File: src/core/udee_consts.vh
// constants shared by the usb device endpoint engine
`ifndef UDEE_CONSTS_VH
`define UDEE_CONSTS_VH
`define UDEE_PID_OUT 2'h0
`define UDEE_PID_IN 2'h1
`define UDEE_PID_SETUP 2'h2
`define UDEE_HS_ACK 2'h0
`define UDEE_HS_NAK 2'h1
`define UDEE_HS_STALL 2'h2
`define UDEE_TYPE_CTRL 2'h0
`define UDEE_TYPE_ISO 2'h1
`define UDEE_TYPE_BULK 2'h2
`define UDEE_TYPE_INTR 2'h3
`define UDEE_REC_BYTES 4'hA
`define UDEE_WB_WRITES 2'h3
`define UDEE_OFS_CTRL 4'h0
`define UDEE_OFS_STAT 4'h1
`define UDEE_OFS_PTR 4'h2
`define UDEE_OFS_DONE 4'h4
`define UDEE_OFS_MAX 4'h6
`define UDEE_OFS_TOT 4'h8
`define UDEE_CTRL_STALL 7
`define UDEE_CTRL_PP 6
`define UDEE_CTRL_MP 5
`define UDEE_STAT_ARMED 0
`define UDEE_MAX_PAYLOAD 10'h3FF
`define UDEE_FIFO_DEPTH 16
`define UDEE_FIFO_AW 4
`define UDEE_CLK_MHZ 40
`define UDEE_SUSPEND_US 3000
`define UDEE_SUSPEND_CYC (`UDEE_SUSPEND_US * `UDEE_CLK_MHZ)
`endif

File: src/core/udee_fifo.v
// parameterised valid/ready fifo
`timescale 1ns/1ps
module udee_fifo #(
	parameter W = 8,
	parameter D = 16,
	parameter AW = 4
) (
	input wire clk,
	input wire reset,
	input wire in_valid,
	output wire in_ready,
	input wire [W-1:0] in_data,
	output wire out_valid,
	input wire out_ready,
	output wire [W-1:0] out_data
);
	reg [W-1:0] mem [0:D-1];
	reg [AW-1:0] wr_r;
	reg [AW-1:0] rd_r;
	reg [AW:0] cnt_r;
	wire push = in_valid && in_ready;
	wire pop = out_valid && out_ready;
	assign in_ready = (cnt_r != D[AW:0]);
	assign out_valid = (cnt_r != {(AW+1){1'b0}});
	assign out_data = mem[rd_r];
	always @(posedge clk) begin
		if (push) begin
			mem[wr_r] <= in_data;
		end
	end
	always @(posedge clk or posedge reset) begin
		if (reset) begin
			wr_r <= {AW{1'b0}};
			rd_r <= {AW{1'b0}};
			cnt_r <= {(AW+1){1'b0}};
		end else begin
			if (push) begin
				wr_r <= (wr_r == D[AW-1:0] - 1'b1) ? {AW{1'b0}} : wr_r + 1'b1;
			end
			if (pop) begin
				rd_r <= (rd_r == D[AW-1:0] - 1'b1) ? {AW{1'b0}} : rd_r + 1'b1;
			end
			if (push && !pop) begin
				cnt_r <= cnt_r + 1'b1;
			end else if (pop && !push) begin
				cnt_r <= cnt_r - 1'b1;
			end
		end
	end
endmodule // udee_fifo

File: src/core/udee_top.v
// usb device endpoint engine: records and buffers in sram, completion queue, suspend
// Functional notes
// - full speed 12 or low speed 1.5 Mbit/s
// - sixteen endpoint addresses, one in, one out
// - thirty configurable endpoints plus control endpoint zero, in and out
// - per-address type: control, interrupt, bulk, isochronous
// - selectable payload size, up to 1023 bytes
// - records and buffers live in sram only
// - dma fetches record, moves data each transaction
// - ping-pong uses both endpoints in one direction
// - cpu owns one buffer, usb the other
// - multipacket moves large payloads without per-packet action
// - every completed transfer queued first-come first-served; multipacket queued on its last packet only
// - idle bus suspend requests microcontroller sleep
// - resume signalling wakes the microcontroller
// - usb suspend timing counted in system clock cycles, scaled by UDEE_CLK_MHZ
`timescale 1ns/1ps
`include "udee_consts.vh"
module udee_top #(
	parameter SUSPEND_CYCLES = `UDEE_SUSPEND_CYC
) (
	input wire CLK,
	input wire RESET,
	input wire SPEED_LOW,
	input wire LINE_DP,
	input wire LINE_DM,
	input wire [15:0] EP_BASE,
	input wire TOK_VALID,
	output wire TOK_READY,
	input wire [1:0] TOK_PID,
	input wire [3:0] TOK_EP,
	input wire RX_VALID,
	output wire RX_READY,
	input wire [7:0] RX_DATA,
	input wire RX_LAST,
	output reg TX_VALID,
	input wire TX_READY,
	output reg [7:0] TX_DATA,
	output reg TX_LAST,
	output reg TX_ZLP,
	output reg HS_VALID,
	output reg [1:0] HS_CODE,
	output reg MEM_REQ,
	output reg MEM_WE,
	output reg [15:0] MEM_ADDR,
	output reg [7:0] MEM_WDATA,
	input wire MEM_ACK,
	input wire [7:0] MEM_RDATA,
	output wire CPL_VALID,
	input wire CPL_POP,
	output wire [4:0] CPL_EP,
	output wire CPL_PENDING,
	output reg SLEEP_REQ,
	output reg WAKE_REQ
);
	localparam S_IDLE = 4'h0;
	localparam S_FETCH = 4'h1;
	localparam S_DECIDE = 4'h2;
	localparam S_RXW = 4'h3;
	localparam S_DRAIN = 4'h4;
	localparam S_TXR = 4'h5;
	localparam S_TXS = 4'h6;
	localparam S_WB = 4'h7;
	localparam S_CPL = 4'h8;
	// byte address of one field of an endpoint record
	function [15:0] rec_addr;
		input [15:0] base;
		input [4:0] idx;
		input [3:0] ofs;
		begin
			rec_addr = base + {7'h00, idx, 4'h0} + {12'h000, ofs};
		end
	endfunction
	function [9:0] min10;
		input [9:0] a;
		input [9:0] b;
		begin
			min10 = (a < b) ? a : b;
		end
	endfunction
	function [3:0] wb_ofs;
		input [1:0] k;
		begin
			if (k == 2'h0) begin
				wb_ofs = `UDEE_OFS_STAT;
			end else if (k == 2'h1) begin
				wb_ofs = `UDEE_OFS_DONE;
			end else begin
				wb_ofs = `UDEE_OFS_DONE + 4'h1;
			end
		end
	endfunction
	reg [3:0] state_r;
	reg [1:0] pid_r;
	reg [3:0] ep_r;
	reg [4:0] idx_r;
	reg [7:0] cfg_r [0:9];
	reg [3:0] cnt_r;
	reg [9:0] n_r;
	reg last_r;
	reg done_flag_r;
	reg [15:0] bank_r;
	reg dp_s1_r;
	reg dp_s2_r;
	reg dm_s1_r;
	reg dm_s2_r;
	reg [31:0] idle_r;
	wire dir_in = (pid_r == `UDEE_PID_IN);
	wire [7:0] ctrl = cfg_r[0];
	wire [1:0] ep_type = ctrl[1:0];
	wire armed = cfg_r[1][`UDEE_STAT_ARMED];
	wire [15:0] ptr = {cfg_r[3], cfg_r[2]};
	wire [9:0] done = {cfg_r[5][1:0], cfg_r[4]};
	wire [9:0] maxp = min10({cfg_r[7][1:0], cfg_r[6]}, `UDEE_MAX_PAYLOAD);
	wire [9:0] tot = {cfg_r[9][1:0], cfg_r[8]};
	wire mp = ctrl[`UDEE_CTRL_MP];
	wire [9:0] remain = (tot > done) ? tot - done : 10'h000;
	wire [9:0] pkt_len = min10(mp ? remain : tot, maxp);
	wire [9:0] data_ofs = (mp ? done : 10'h000) + n_r;
	wire [15:0] data_addr = ptr + {6'h00, data_ofs};
	wire [9:0] new_done = done + n_r;
	wire xfer_end = !mp || (n_r < maxp) || (new_done >= tot);
	wire setup_ctrl = (pid_r == `UDEE_PID_SETUP) && (ep_type == `UDEE_TYPE_CTRL);

	wire rxf_valid;
	wire rxf_ready;
	wire [8:0] rxf_data;
	wire cplf_ready;
	wire cpl_push = (state_r == S_CPL);

	udee_fifo #(.W(9), .D(`UDEE_FIFO_DEPTH), .AW(`UDEE_FIFO_AW)) u_rx_fifo (
		.clk(CLK),
		.reset(RESET),
		.in_valid(RX_VALID),
		.in_ready(RX_READY),
		.in_data({RX_LAST, RX_DATA}),
		.out_valid(rxf_valid),
		.out_ready(rxf_ready),
		.out_data(rxf_data)
	);

	udee_fifo #(.W(5), .D(`UDEE_FIFO_DEPTH), .AW(`UDEE_FIFO_AW)) u_cpl_fifo (
		.clk(CLK),
		.reset(RESET),
		.in_valid(cpl_push),
		.in_ready(cplf_ready),
		.in_data(idx_r),
		.out_valid(CPL_VALID),
		.out_ready(CPL_POP),
		.out_data(CPL_EP)
	);

	assign CPL_PENDING = CPL_VALID;
	assign TOK_READY = (state_r == S_IDLE);
	assign rxf_ready = ((state_r == S_RXW) && !MEM_REQ) || (state_r == S_DRAIN);

	always @(posedge CLK or posedge RESET) begin
		if (RESET) begin
			state_r <= S_IDLE;
			pid_r <= 2'h0;
			ep_r <= 4'h0;
			idx_r <= 5'h00;
			cnt_r <= 4'h0;
			n_r <= 10'h000;
			last_r <= 1'b0;
			done_flag_r <= 1'b0;
			bank_r <= 16'h0000;
			TX_VALID <= 1'b0;
			TX_DATA <= 8'h00;
			TX_LAST <= 1'b0;
			TX_ZLP <= 1'b0;
			HS_VALID <= 1'b0;
			HS_CODE <= 2'h0;
			MEM_REQ <= 1'b0;
			MEM_WE <= 1'b0;
			MEM_ADDR <= 16'h0000;
			MEM_WDATA <= 8'h00;
			cfg_r[0] <= 8'h00;
			cfg_r[1] <= 8'h00;
			cfg_r[2] <= 8'h00;
			cfg_r[3] <= 8'h00;
			cfg_r[4] <= 8'h00;
			cfg_r[5] <= 8'h00;
			cfg_r[6] <= 8'h00;
			cfg_r[7] <= 8'h00;
			cfg_r[8] <= 8'h00;
			cfg_r[9] <= 8'h00;
		end else begin
			HS_VALID <= 1'b0;
			case (state_r)
				S_IDLE: begin
					if (TOK_VALID) begin
						pid_r <= TOK_PID;
						ep_r <= TOK_EP;
						// ping-pong: the bank picks the record, both in one direction
						if (bank_r[TOK_EP] && (TOK_EP != 4'h0)) begin
							idx_r <= {TOK_EP, TOK_PID != `UDEE_PID_IN};
						end else begin
							idx_r <= {TOK_EP, TOK_PID == `UDEE_PID_IN};
						end
						cnt_r <= 4'h0;
						n_r <= 10'h000;
						state_r <= S_FETCH;
					end
				end
				S_FETCH: begin
					// record fetched from sram, only the ping-pong bank bits kept locally between tokens
					if (MEM_REQ && MEM_ACK) begin
						MEM_REQ <= 1'b0;
						cfg_r[cnt_r] <= MEM_RDATA;
						cnt_r <= cnt_r + 4'h1;
						if (cnt_r == `UDEE_REC_BYTES - 4'h1) begin
							state_r <= S_DECIDE;
						end
					end else if (!MEM_REQ) begin
						MEM_REQ <= 1'b1;
						MEM_WE <= 1'b0;
						MEM_ADDR <= rec_addr(EP_BASE, idx_r, cnt_r);
					end
				end
				S_DECIDE: begin
					if (setup_ctrl) begin
						state_r <= S_RXW;
					end else if (ctrl[`UDEE_CTRL_STALL] || !armed) begin
						HS_VALID <= (ep_type != `UDEE_TYPE_ISO);
						HS_CODE <= ctrl[`UDEE_CTRL_STALL] ? `UDEE_HS_STALL : `UDEE_HS_NAK;
						state_r <= dir_in ? S_IDLE : S_DRAIN;
					end else if (!dir_in) begin
						state_r <= S_RXW;
					end else if (pkt_len == 10'h000) begin
						TX_VALID <= 1'b1;
						TX_LAST <= 1'b1;
						TX_ZLP <= 1'b1;
						state_r <= S_TXS;
					end else begin
						state_r <= S_TXR;
					end
				end
				S_RXW: begin
					if (MEM_REQ) begin
						if (MEM_ACK) begin
							MEM_REQ <= 1'b0;
							n_r <= n_r + 10'h001;
							if (last_r) begin
								state_r <= S_WB;
							end
						end
					end else if (rxf_valid) begin
						last_r <= rxf_data[8];
						// bytes past the payload limit are dropped
						if (n_r < maxp) begin
							MEM_REQ <= 1'b1;
							MEM_WE <= 1'b1;
							MEM_ADDR <= data_addr;
							MEM_WDATA <= rxf_data[7:0];
						end else if (rxf_data[8]) begin
							state_r <= S_WB;
						end
					end
					cnt_r <= 4'h0;
				end
				S_DRAIN: begin
					if (rxf_valid && rxf_data[8]) begin
						state_r <= S_IDLE;
					end
				end
				S_TXR: begin
					if (MEM_REQ && MEM_ACK) begin
						MEM_REQ <= 1'b0;
						TX_VALID <= 1'b1;
						TX_DATA <= MEM_RDATA;
						TX_LAST <= (n_r + 10'h001 == pkt_len);
						TX_ZLP <= 1'b0;
						state_r <= S_TXS;
					end else if (!MEM_REQ) begin
						MEM_REQ <= 1'b1;
						MEM_WE <= 1'b0;
						MEM_ADDR <= data_addr;
					end
				end
				S_TXS: begin
					if (TX_READY) begin
						TX_VALID <= 1'b0;
						if (!TX_ZLP) begin
							n_r <= n_r + 10'h001;
						end
						state_r <= TX_LAST ? S_WB : S_TXR;
					end
					cnt_r <= 4'h0;
				end
				S_WB: begin
					if (cnt_r == 4'h0 && !MEM_REQ) begin
						// status and progress are returned to the record
						done_flag_r <= xfer_end || setup_ctrl;
						if (xfer_end || setup_ctrl) begin
							cfg_r[1] <= cfg_r[1] & ~(8'h01 << `UDEE_STAT_ARMED);
						end
						cfg_r[4] <= new_done[7:0];
						cfg_r[5] <= {6'h00, new_done[9:8]};
						HS_VALID <= !dir_in && (ep_type != `UDEE_TYPE_ISO);
						HS_CODE <= `UDEE_HS_ACK;
						cnt_r <= 4'h1;
					end else if (MEM_REQ && MEM_ACK) begin
						MEM_REQ <= 1'b0;
						if (cnt_r == {2'h0, `UDEE_WB_WRITES}) begin
							// hand the used buffer back to the cpu side
							if (ctrl[`UDEE_CTRL_PP] && (ep_r != 4'h0)) begin
								bank_r[ep_r] <= ~bank_r[ep_r];
							end
							state_r <= done_flag_r ? S_CPL : S_IDLE;
						end else begin
							cnt_r <= cnt_r + 4'h1;
						end
					end else if (!MEM_REQ) begin
						MEM_REQ <= 1'b1;
						MEM_WE <= 1'b1;
						MEM_ADDR <= rec_addr(EP_BASE, idx_r, wb_ofs(cnt_r[1:0] - 2'h1));
						MEM_WDATA <= cfg_r[wb_ofs(cnt_r[1:0] - 2'h1)];
					end
				end
				S_CPL: begin
					if (cplf_ready) begin
						state_r <= S_IDLE;
					end
				end
				default: begin
					state_r <= S_IDLE;
				end
			endcase
		end
	end

	// line state idle detection; idle time counted in CLK cycles up to SUSPEND_CYCLES
	wire line_j = SPEED_LOW ? (!dp_s2_r && dm_s2_r) : (dp_s2_r && !dm_s2_r);
	wire line_k = SPEED_LOW ? (dp_s2_r && !dm_s2_r) : (!dp_s2_r && dm_s2_r);

	always @(posedge CLK or posedge RESET) begin
		if (RESET) begin
			dp_s1_r <= 1'b0;
			dp_s2_r <= 1'b0;
			dm_s1_r <= 1'b0;
			dm_s2_r <= 1'b0;
			idle_r <= 32'h00000000;
			SLEEP_REQ <= 1'b0;
			WAKE_REQ <= 1'b0;
		end else begin
			dp_s1_r <= LINE_DP;
			dp_s2_r <= dp_s1_r;
			dm_s1_r <= LINE_DM;
			dm_s2_r <= dm_s1_r;
			WAKE_REQ <= 1'b0;
			if (SLEEP_REQ) begin
				idle_r <= 32'h00000000;
				if (line_k) begin
					SLEEP_REQ <= 1'b0;
					WAKE_REQ <= 1'b1;
				end
			end else if (!line_j) begin
				idle_r <= 32'h00000000;
			end else if (idle_r >= SUSPEND_CYCLES - 1) begin
				SLEEP_REQ <= 1'b1;
			end else begin
				idle_r <= idle_r + 32'h00000001;
			end
		end
	end
endmodule // udee_top

File: config.mk
export PLATFORM = sky130hd
export DESIGN_NAME = udee_top
export DESIGN_NICKNAME = d
export VERILOG_FILES = /design/src/core/udee_fifo.v /design/src/core/udee_top.v
export VERILOG_INCLUDE_DIRS = /design/src /design/src/core
export SDC_FILE = /design/constraint.sdc
export NUM_CORES = 1
export LEC_CHECK = 0
export ABC_AREA = 1
export CORE_MARGIN = 2
export CORE_UTILIZATION = 45
export CTS_BUF_LIST = sky130_fd_sc_hd__clkbuf_4 sky130_fd_sc_hd__clkbuf_8 sky130_fd_sc_hd__clkbuf_16
export DETAILED_ROUTE_END_ITERATION = 10
export DONT_BUFFER_PORTS = 1
export SETUP_SLACK_MARGIN = 0.02
export SYNTH_ARGS = -nofsm -noshare
export SYNTH_HDL_FRONTEND = slang
export SYNTH_SLANG_ARGS = --single-unit
File: constraint.sdc
create_clock -name CLK -period 5.95 [get_ports CLK]
set_input_delay 0.2975 -clock CLK [delete_from_list [all_inputs] [get_ports CLK]]
set_output_delay 0.2975 -clock CLK [all_outputs]
set_load 0.02 [all_outputs]
# After elaboration in Yosys (flattened, before gate mapping)
# Memories as Yosys holds them, arrays and structs flattened.
# Index checks and enable logic that the tools add are counted.
# W data, S select, Z words.
# totals
regBits,231
latch_bits,0
ramBits,224
romBits,0
input_bits,49
output_inout_bits,51
elab_cells,364
memories,2
# classes
addsub,19
multipliers,0
div_mod_pow,0
n_lt_le_gt_ge,12
eq_ne,62
n_shift,0
n_mux,144
bitwise,6
reduce_logical,76
# memory_table
name,depth,width,read_ports,rd_ports_with_merged_regs,write_ports,line,text
u_rx_fifo.mem,16,9,1,0,1,udee_fifo.v:17,reg [W-1:0] mem [0:D-1];
u_cpl_fifo.mem,16,5,1,0,1,udee_fifo.v:17,
# op_table
operator,n
$mux W16,11
$mux W4,31
$mux W10,10
$mux W32,3
$bwmux W80,1
$mux W72,1
$mux W8,9
$pmux W16 S4,1
$ne A2 B2 Y1 const B,29
$mux W1,44
$pmux W4 S9,1
$add A16 B4 Y16,2
$add A32 B1 Y32 const B,1
$bmux W8 S4,1
$demux W8 S4,1
$ge A32 B17 Y1 const B,1
$pmux W16 S2,1
$pmux W8 S2,2
$pmux W10 S3,1
$eq A4 B4 Y1 const B,6
$ne A3 B3 Y1 const B,8
$add A10 B10 Y10,2
$add A4 B1 Y4 const B,5
$logic_and A1 B1 Y1,20
54 further kinds,127

# Depth between registers and ports, before layout
# depth
depth_word,16
mapped_depth,30
depth_no_buf,29

# Cells and area by module
# Synthesis repeated with hierarchy kept, for this count alone.
# unflattened
cells_unflattened,2834
area_unflattened_um2,24086.9
# by_module_without_submodules
mod,n_inst,cells_each,area_each_um2,seq_area_each_um2
udee_top,1,1689,12604.6,4729.5
udee_fifo at u_rx_fifo,1,699,7106.8,4649.5
udee_fifo at u_cpl_fifo,1,446,4375.4,2727.6

# Worst setup path after synthesis
# Ideal clock, no wire load.
# synth_timing
path_type,reg2reg
from,register cfg_r (netlist bit ctrl[5])
to,register MEM_ADDR[13]
arrival_time_ns,3.791
t_required_ns,5.818
setup_slack_ns,2.027
path_stages_with_launch,27
path_buffers,2
synth_period_minus_slack_ns,3.923
path_cell_list,dfrtp_1 clkbuf_1 clkbuf_1 nand2_1 inv_1 ha_1 a21oi_1 nand2_1 a21oi_1 nor2_1 nor2_1 nor2_1 o21ai_0 nand2_1 a21o_1 a21oi_1 xnor2_1 ha_1 nand2_1 nor3_1 nand3_1 o2111ai_1 and3_1 xor2_1 nor2_1 a21oi_1 o21ai_1
# synth_between
elab_chain_cells,7
word_cells_on_any_way,9
cone_classes,add/sub (2); mux (7)
# synth_lines
element,line,text
start: declaration,udee_top.v:97,reg [7:0] cfg_r [0:9];
$mux W10 *,udee_top.v:119,wire [9:0] data_ofs = (mp ? done : 10'h000) + n_r;
$add A10 B10 Y10 *,udee_top.v:119,
$add A16 B10 Y16 *,udee_top.v:120,"wire [15:0] data_addr = ptr + {6'h00, data_ofs};"
$mux W16,udee_top.v:251,if (n_r < maxp) begin
$mux W16,udee_top.v:248,end else if (rxf_valid) begin
$mux W16,udee_top.v:240,if (MEM_REQ) begin
$pmux W16 S4 *,udee_top.v:190,case (state_r)
end signal: assignment,udee_top.v:218,"MEM_ADDR <= rec_addr(EP_BASE, idx_r, cnt_r);"
end signal: assignment,udee_top.v:254,MEM_ADDR <= data_addr;
end signal: assignment,udee_top.v:278,MEM_ADDR <= data_addr;
end: declaration,udee_top.v:45,"output reg [15:0] MEM_ADDR,"
# Mark *: on every way between the ends. The rest lies on a longest branch, timed or not. The select of a mux whose other input is x is not followed.
# A chain may end at the register's enable or synchronous reset.

# Worst setup path in the final report
# layout_timing
from,register cfg_r[40] (netlist name)
to,register TX_LAST
# layout_between
elab_chain_cells,8
word_cells_on_any_way,12
cone_classes,add/sub (1); order compare (2); eq/ne (2); mux (5); reduce/logical (2)
# layout_lines
element,line,text
$sub A10 B10 Y10 or $gt A10 B10 Y1 (tied branches),udee_top.v:117,wire [9:0] remain = (tot > done) ? tot - done : 10'h000;
$mux W10 *,udee_top.v:117,
$mux W10 *,udee_top.v:118,"wire [9:0] pkt_len = min10(mp ? remain : tot, maxp);"
$lt A10 B10 Y1,udee_top.v:78,min10 = (a < b) ? a : b;
$mux W10 *,udee_top.v:78,
$eq A10 B10 Y1 or $logic_not A10 Y1 (tied branches),"udee_top.v:272, udee_top.v:230",
$mux W1 or $ne A2 B2 Y1 (tied branches),-,
$pmux W1 S2 or $reduce_and A6 Y1 (tied branches),-,
end signal: assignment,udee_top.v:272,TX_LAST <= (n_r + 10'h001 == pkt_len);
end: declaration,udee_top.v:39,"output reg TX_LAST,"
# Marked as above.

==> metrics.md <==
| Metric | Value |
|---|---|
| Lkg Pwr | 10.8 nW |
| Core ar. | 50,200 sq um |
| Ports | 100 |
| CP max FO | 14 |
| Chip Height | 229 um |
| Sw Ratio | 41.1% |
| Die footprint | 52,600 sq um |
| Commonest non-fill, non-tap cell in the layout | nand2_1 |
| CP startpoint kind | flop |
| Clock Sinks | 439 |
| Rows | 82 |
| Number of setup buffers added after CTS | 0 |
| Initial antenna violation count | 1 |
| Hold path start | RX_VALID |
| Post-route ant nets | 0 |
| Slew Viols, Final | 0 |
| Diodes inserted | 0 |
| Sequential area share after synthesis | 52.9% |
| DPL Wire Length | 42.7 mm |
| Clock latency on the worst-skew pair | 0.60 ns |
| Multi-input gate area | 9390 sq um |
| Final min period | 4.41 ns |
| Final setup violating endpoints | 0 |
| Adder-Cell Fraction of Synth Area | 6.23% |
| Chip Width | 229 um |
| Primary FF master, synth | edfxtp_1 |
| Crit path from | cfg_r[40] |
| Worst hold path type | input port to flop |
| # DRC | 0 |
| Avg WL per Cell | 18.8 um |
| Synth Area in Compound Gates | 14.7% |
| NetSw | 0.00492 W |
| CTS tree | yes |
| Syn nets | 2,680 |
| Share of cells above drive strength 1 | 5.70% |
| Syn avg cell area | 9.07 sq um |
| Initial Utilization | 45.6% |
| CTS buffer count | 49 |
| Drt initial violations | 1,409 |
| Worst hold margin | 0.0537 ns |
| Final-report hold violation count | 0 |
| H-Tree Depth | 2 |
| CTS root buffer | clkbuf_16 |
| Slew @ Worst Pin | 1.30 ns |
| Clock share of power | 26.8% |
| Worst setup EP type | flop |
| # fillers | 4,631 |
| Largest family of logic cells by synthesized area | simple AND/OR/NAND/NOR gates |
| I/O Buffers | 0 |
| Routed WL | 61.2 mm |
| Synth Area in Simple Gates | 17.9% |
| Worst r2r src | cfg_r[40] |
| Post-Syn Area | 22,900 sq um |
| Fin Clk Skew | 0.0177 ns |
| Tcrit/Tclk final | 74.2% |
| Synth cell types | 60 |
| Slew HR | 13.0% |
| Maximum vdd drop | 0.000246 V |
| Data arrival, critical path | 4.89 ns |
| Multiplexer share of the synthesized area | 0.0985% |
| Post-synthesis xor/xnor area fraction | 2.11% |
| Largest net degree at the start of global routing | 75 |
| RSZ-0062 raised after global routing | no |
| Vias | 18.0k |
| Reg power frac | 36.7% |
| Reg2reg setup slack | 1.54 ns |
| Critical path type | flop to flop |
| P&R area growth vs syn | 11.4% |
| Vias in the first global route | 17.4k |
| Critical Path RT | 6.42 ns |
| Vias/cell | 5.53 |
| Fmax | 227 MHz |
| Drt pass-1 iters | 5 |
| Longest Clk Path Bufs | 3 |
| FF+latch count, synth | 439 |
| Internal power | 0.00705 W |
| Gate Count Post-Synth | 2,522 |
| Outcome | finished, final reports clean |
| Yosys warnings | 0 |
| Reg area | 12,100 sq um |
| GPL Wtd Cong | 0.909 |
| First-pass GRT wire length | 96.6 mm |
| Post-layout util | 50.8% |
| Clk pin slew, worst setup/hold paths | 0.07 ns |
| Final #Nets | 2,696 |
| Number of flops mapped to enable cells by yosys | 224 |
| # Max-Cap Violations | 0 |
| Commonest cells after routing, fill and taps aside | nand2_1 (478), o21ai_0 (291), nor2_1 (277), inv_1 (272), edfxtp_1 (224) |
| Pwr/cell area | 470 nW/um^2 |
| GR Overflow Total | 0 |
| Logic pwr share | 36.5% |
| Share of flip-flops with an asynchronous set or reset | 49.0% |
| Gr usage total | 23.2% |
| Fin Setup TNS | 0 ns |
==> state kept, by name, indices dropped and copies added, names as in the netlist, 8 cells and up <==
name            cells
bank_r             16
MEM_ADDR           16
ctrl                8
idle_r             32
TX_DATA             8
n_r                10
cfg_r              59
u_cpl_fifo.mem     80
u_rx_fifo.mem     144
MEM_WDATA           8
==> metal layers <==
metal	global-route usage [%]	vias up	part of all wire, %
met5	0	-	0
met3	5.19	115	7.1
met1	32.7	8682	46
met2	35.5	510	44
li1	-	8655	-
met4	7.24	0	2.8
==> final timing paths <==
kind                                endpoint  cells after the start
max in group asynchronous           WAKE_REQ                      3
hold / removal             u_rx_fifo.wr_r[3]                      3
hold reg to reg                      dm_s2_r                      0
setup / recovery                     TX_LAST                     24
setup reg to reg                     TX_LAST                     24
min in group asynchronous           pid_r[0]                      2
==> final cells by class <==
cell class / instances / share of cell area, %
flip-flops and latches: 439 / 47.5
well taps: 672 / 3.30
clock inverters: 24 / 1.25
clock buffers: 66 / 5.48
inverters: 281 / 4.15
repair buffers: 41 / 1.47
multi-input cells: 1726 / 36.8
==> repair_timing <==
action                    in CTS  in global routing
gates resized for setup        0                  0
hold endpoints to repair     197                  0
hold buffers                  27                  0
==> synthesized netlist by cell type, types with 18 or more instances <==
cell type    n  share of area [%]
edfxtp_1   224                 29
nand4_1     22               0.60
ha_1       101                5.5
o22ai_1     45                1.2
nor2_1     278                4.6
inv_1      274                4.5
clkbuf_1    66                1.1
nor3_1      32               0.70
o211ai_1    18               0.59
nand2_1    478                7.8
nand3_1    112                2.5
o21ai_0    291                6.4
xor2_1      40                1.5
dfrtp_1    215                 24
a21oi_1    104                2.3
o221ai_1    21               0.80
==> stage by stage <==
stage / worst slack (ns) / area, sq um / power [W] / cells
2_1_floorplan: 2.03 / 22900 / 0.00747 / 2522
3_3_place_gp: 1.78 / 23500 / 0.00864 / 3132
3_5_place_dp: 1.69 / 23500 / 0.00873 / 3132
4_1_cts: 1.67 / 25500 / 0.0120 / 3249
5_1_grt: 1.21 / 25500 / 0.0127 / 3249
6_report: 1.54 / 25500 / 0.0120 / 3249
==> power by group through the flow <==
stage               logic [W]  registers [W]  clock network, W
detailed placement    0.00429        0.00445                 0
floorplan             0.00325        0.00423                 0
global route          0.00491        0.00446           0.00338
CTS                   0.00434        0.00439           0.00327
global placement      0.00421        0.00444                 0
finish                0.00437        0.00439           0.00321
==> cell families after synthesis <==
group / after synthesis
AOI/OAI and AO/OA: 583
xor gates and xnor gates: 55
adders and majority gates: 109
buffers and inverters: 357
DFF: 439
muxes: 2
and+or+nand+nor: 977
==> worst max-delay path, stage by stage (launching register included) <==
cell and delay [ns]:
dfrtp_1 0.46, ha_1 0.22, inv_1 0.08, fa_1 0.45
nand3_1 0.14, nand3_2 0.11, nand2_2 0.13, inv_2 0.08
a21oi_1 0.28, inv_1 0.09, ha_1 0.31, nand2_1 0.09
nor2_1 0.05, a211oi_1 0.19, nor2_1 0.08, nor2_2 0.47
nand2_4 0.23, nand2_1 0.13, nand3_1 0.10, nor2_2 0.21
nand3_2 0.12, nand2_2 0.08, nand2_2 0.07, nand2_1 0.06
nand2_1 0.06
(Power assumes the default switching activity.)
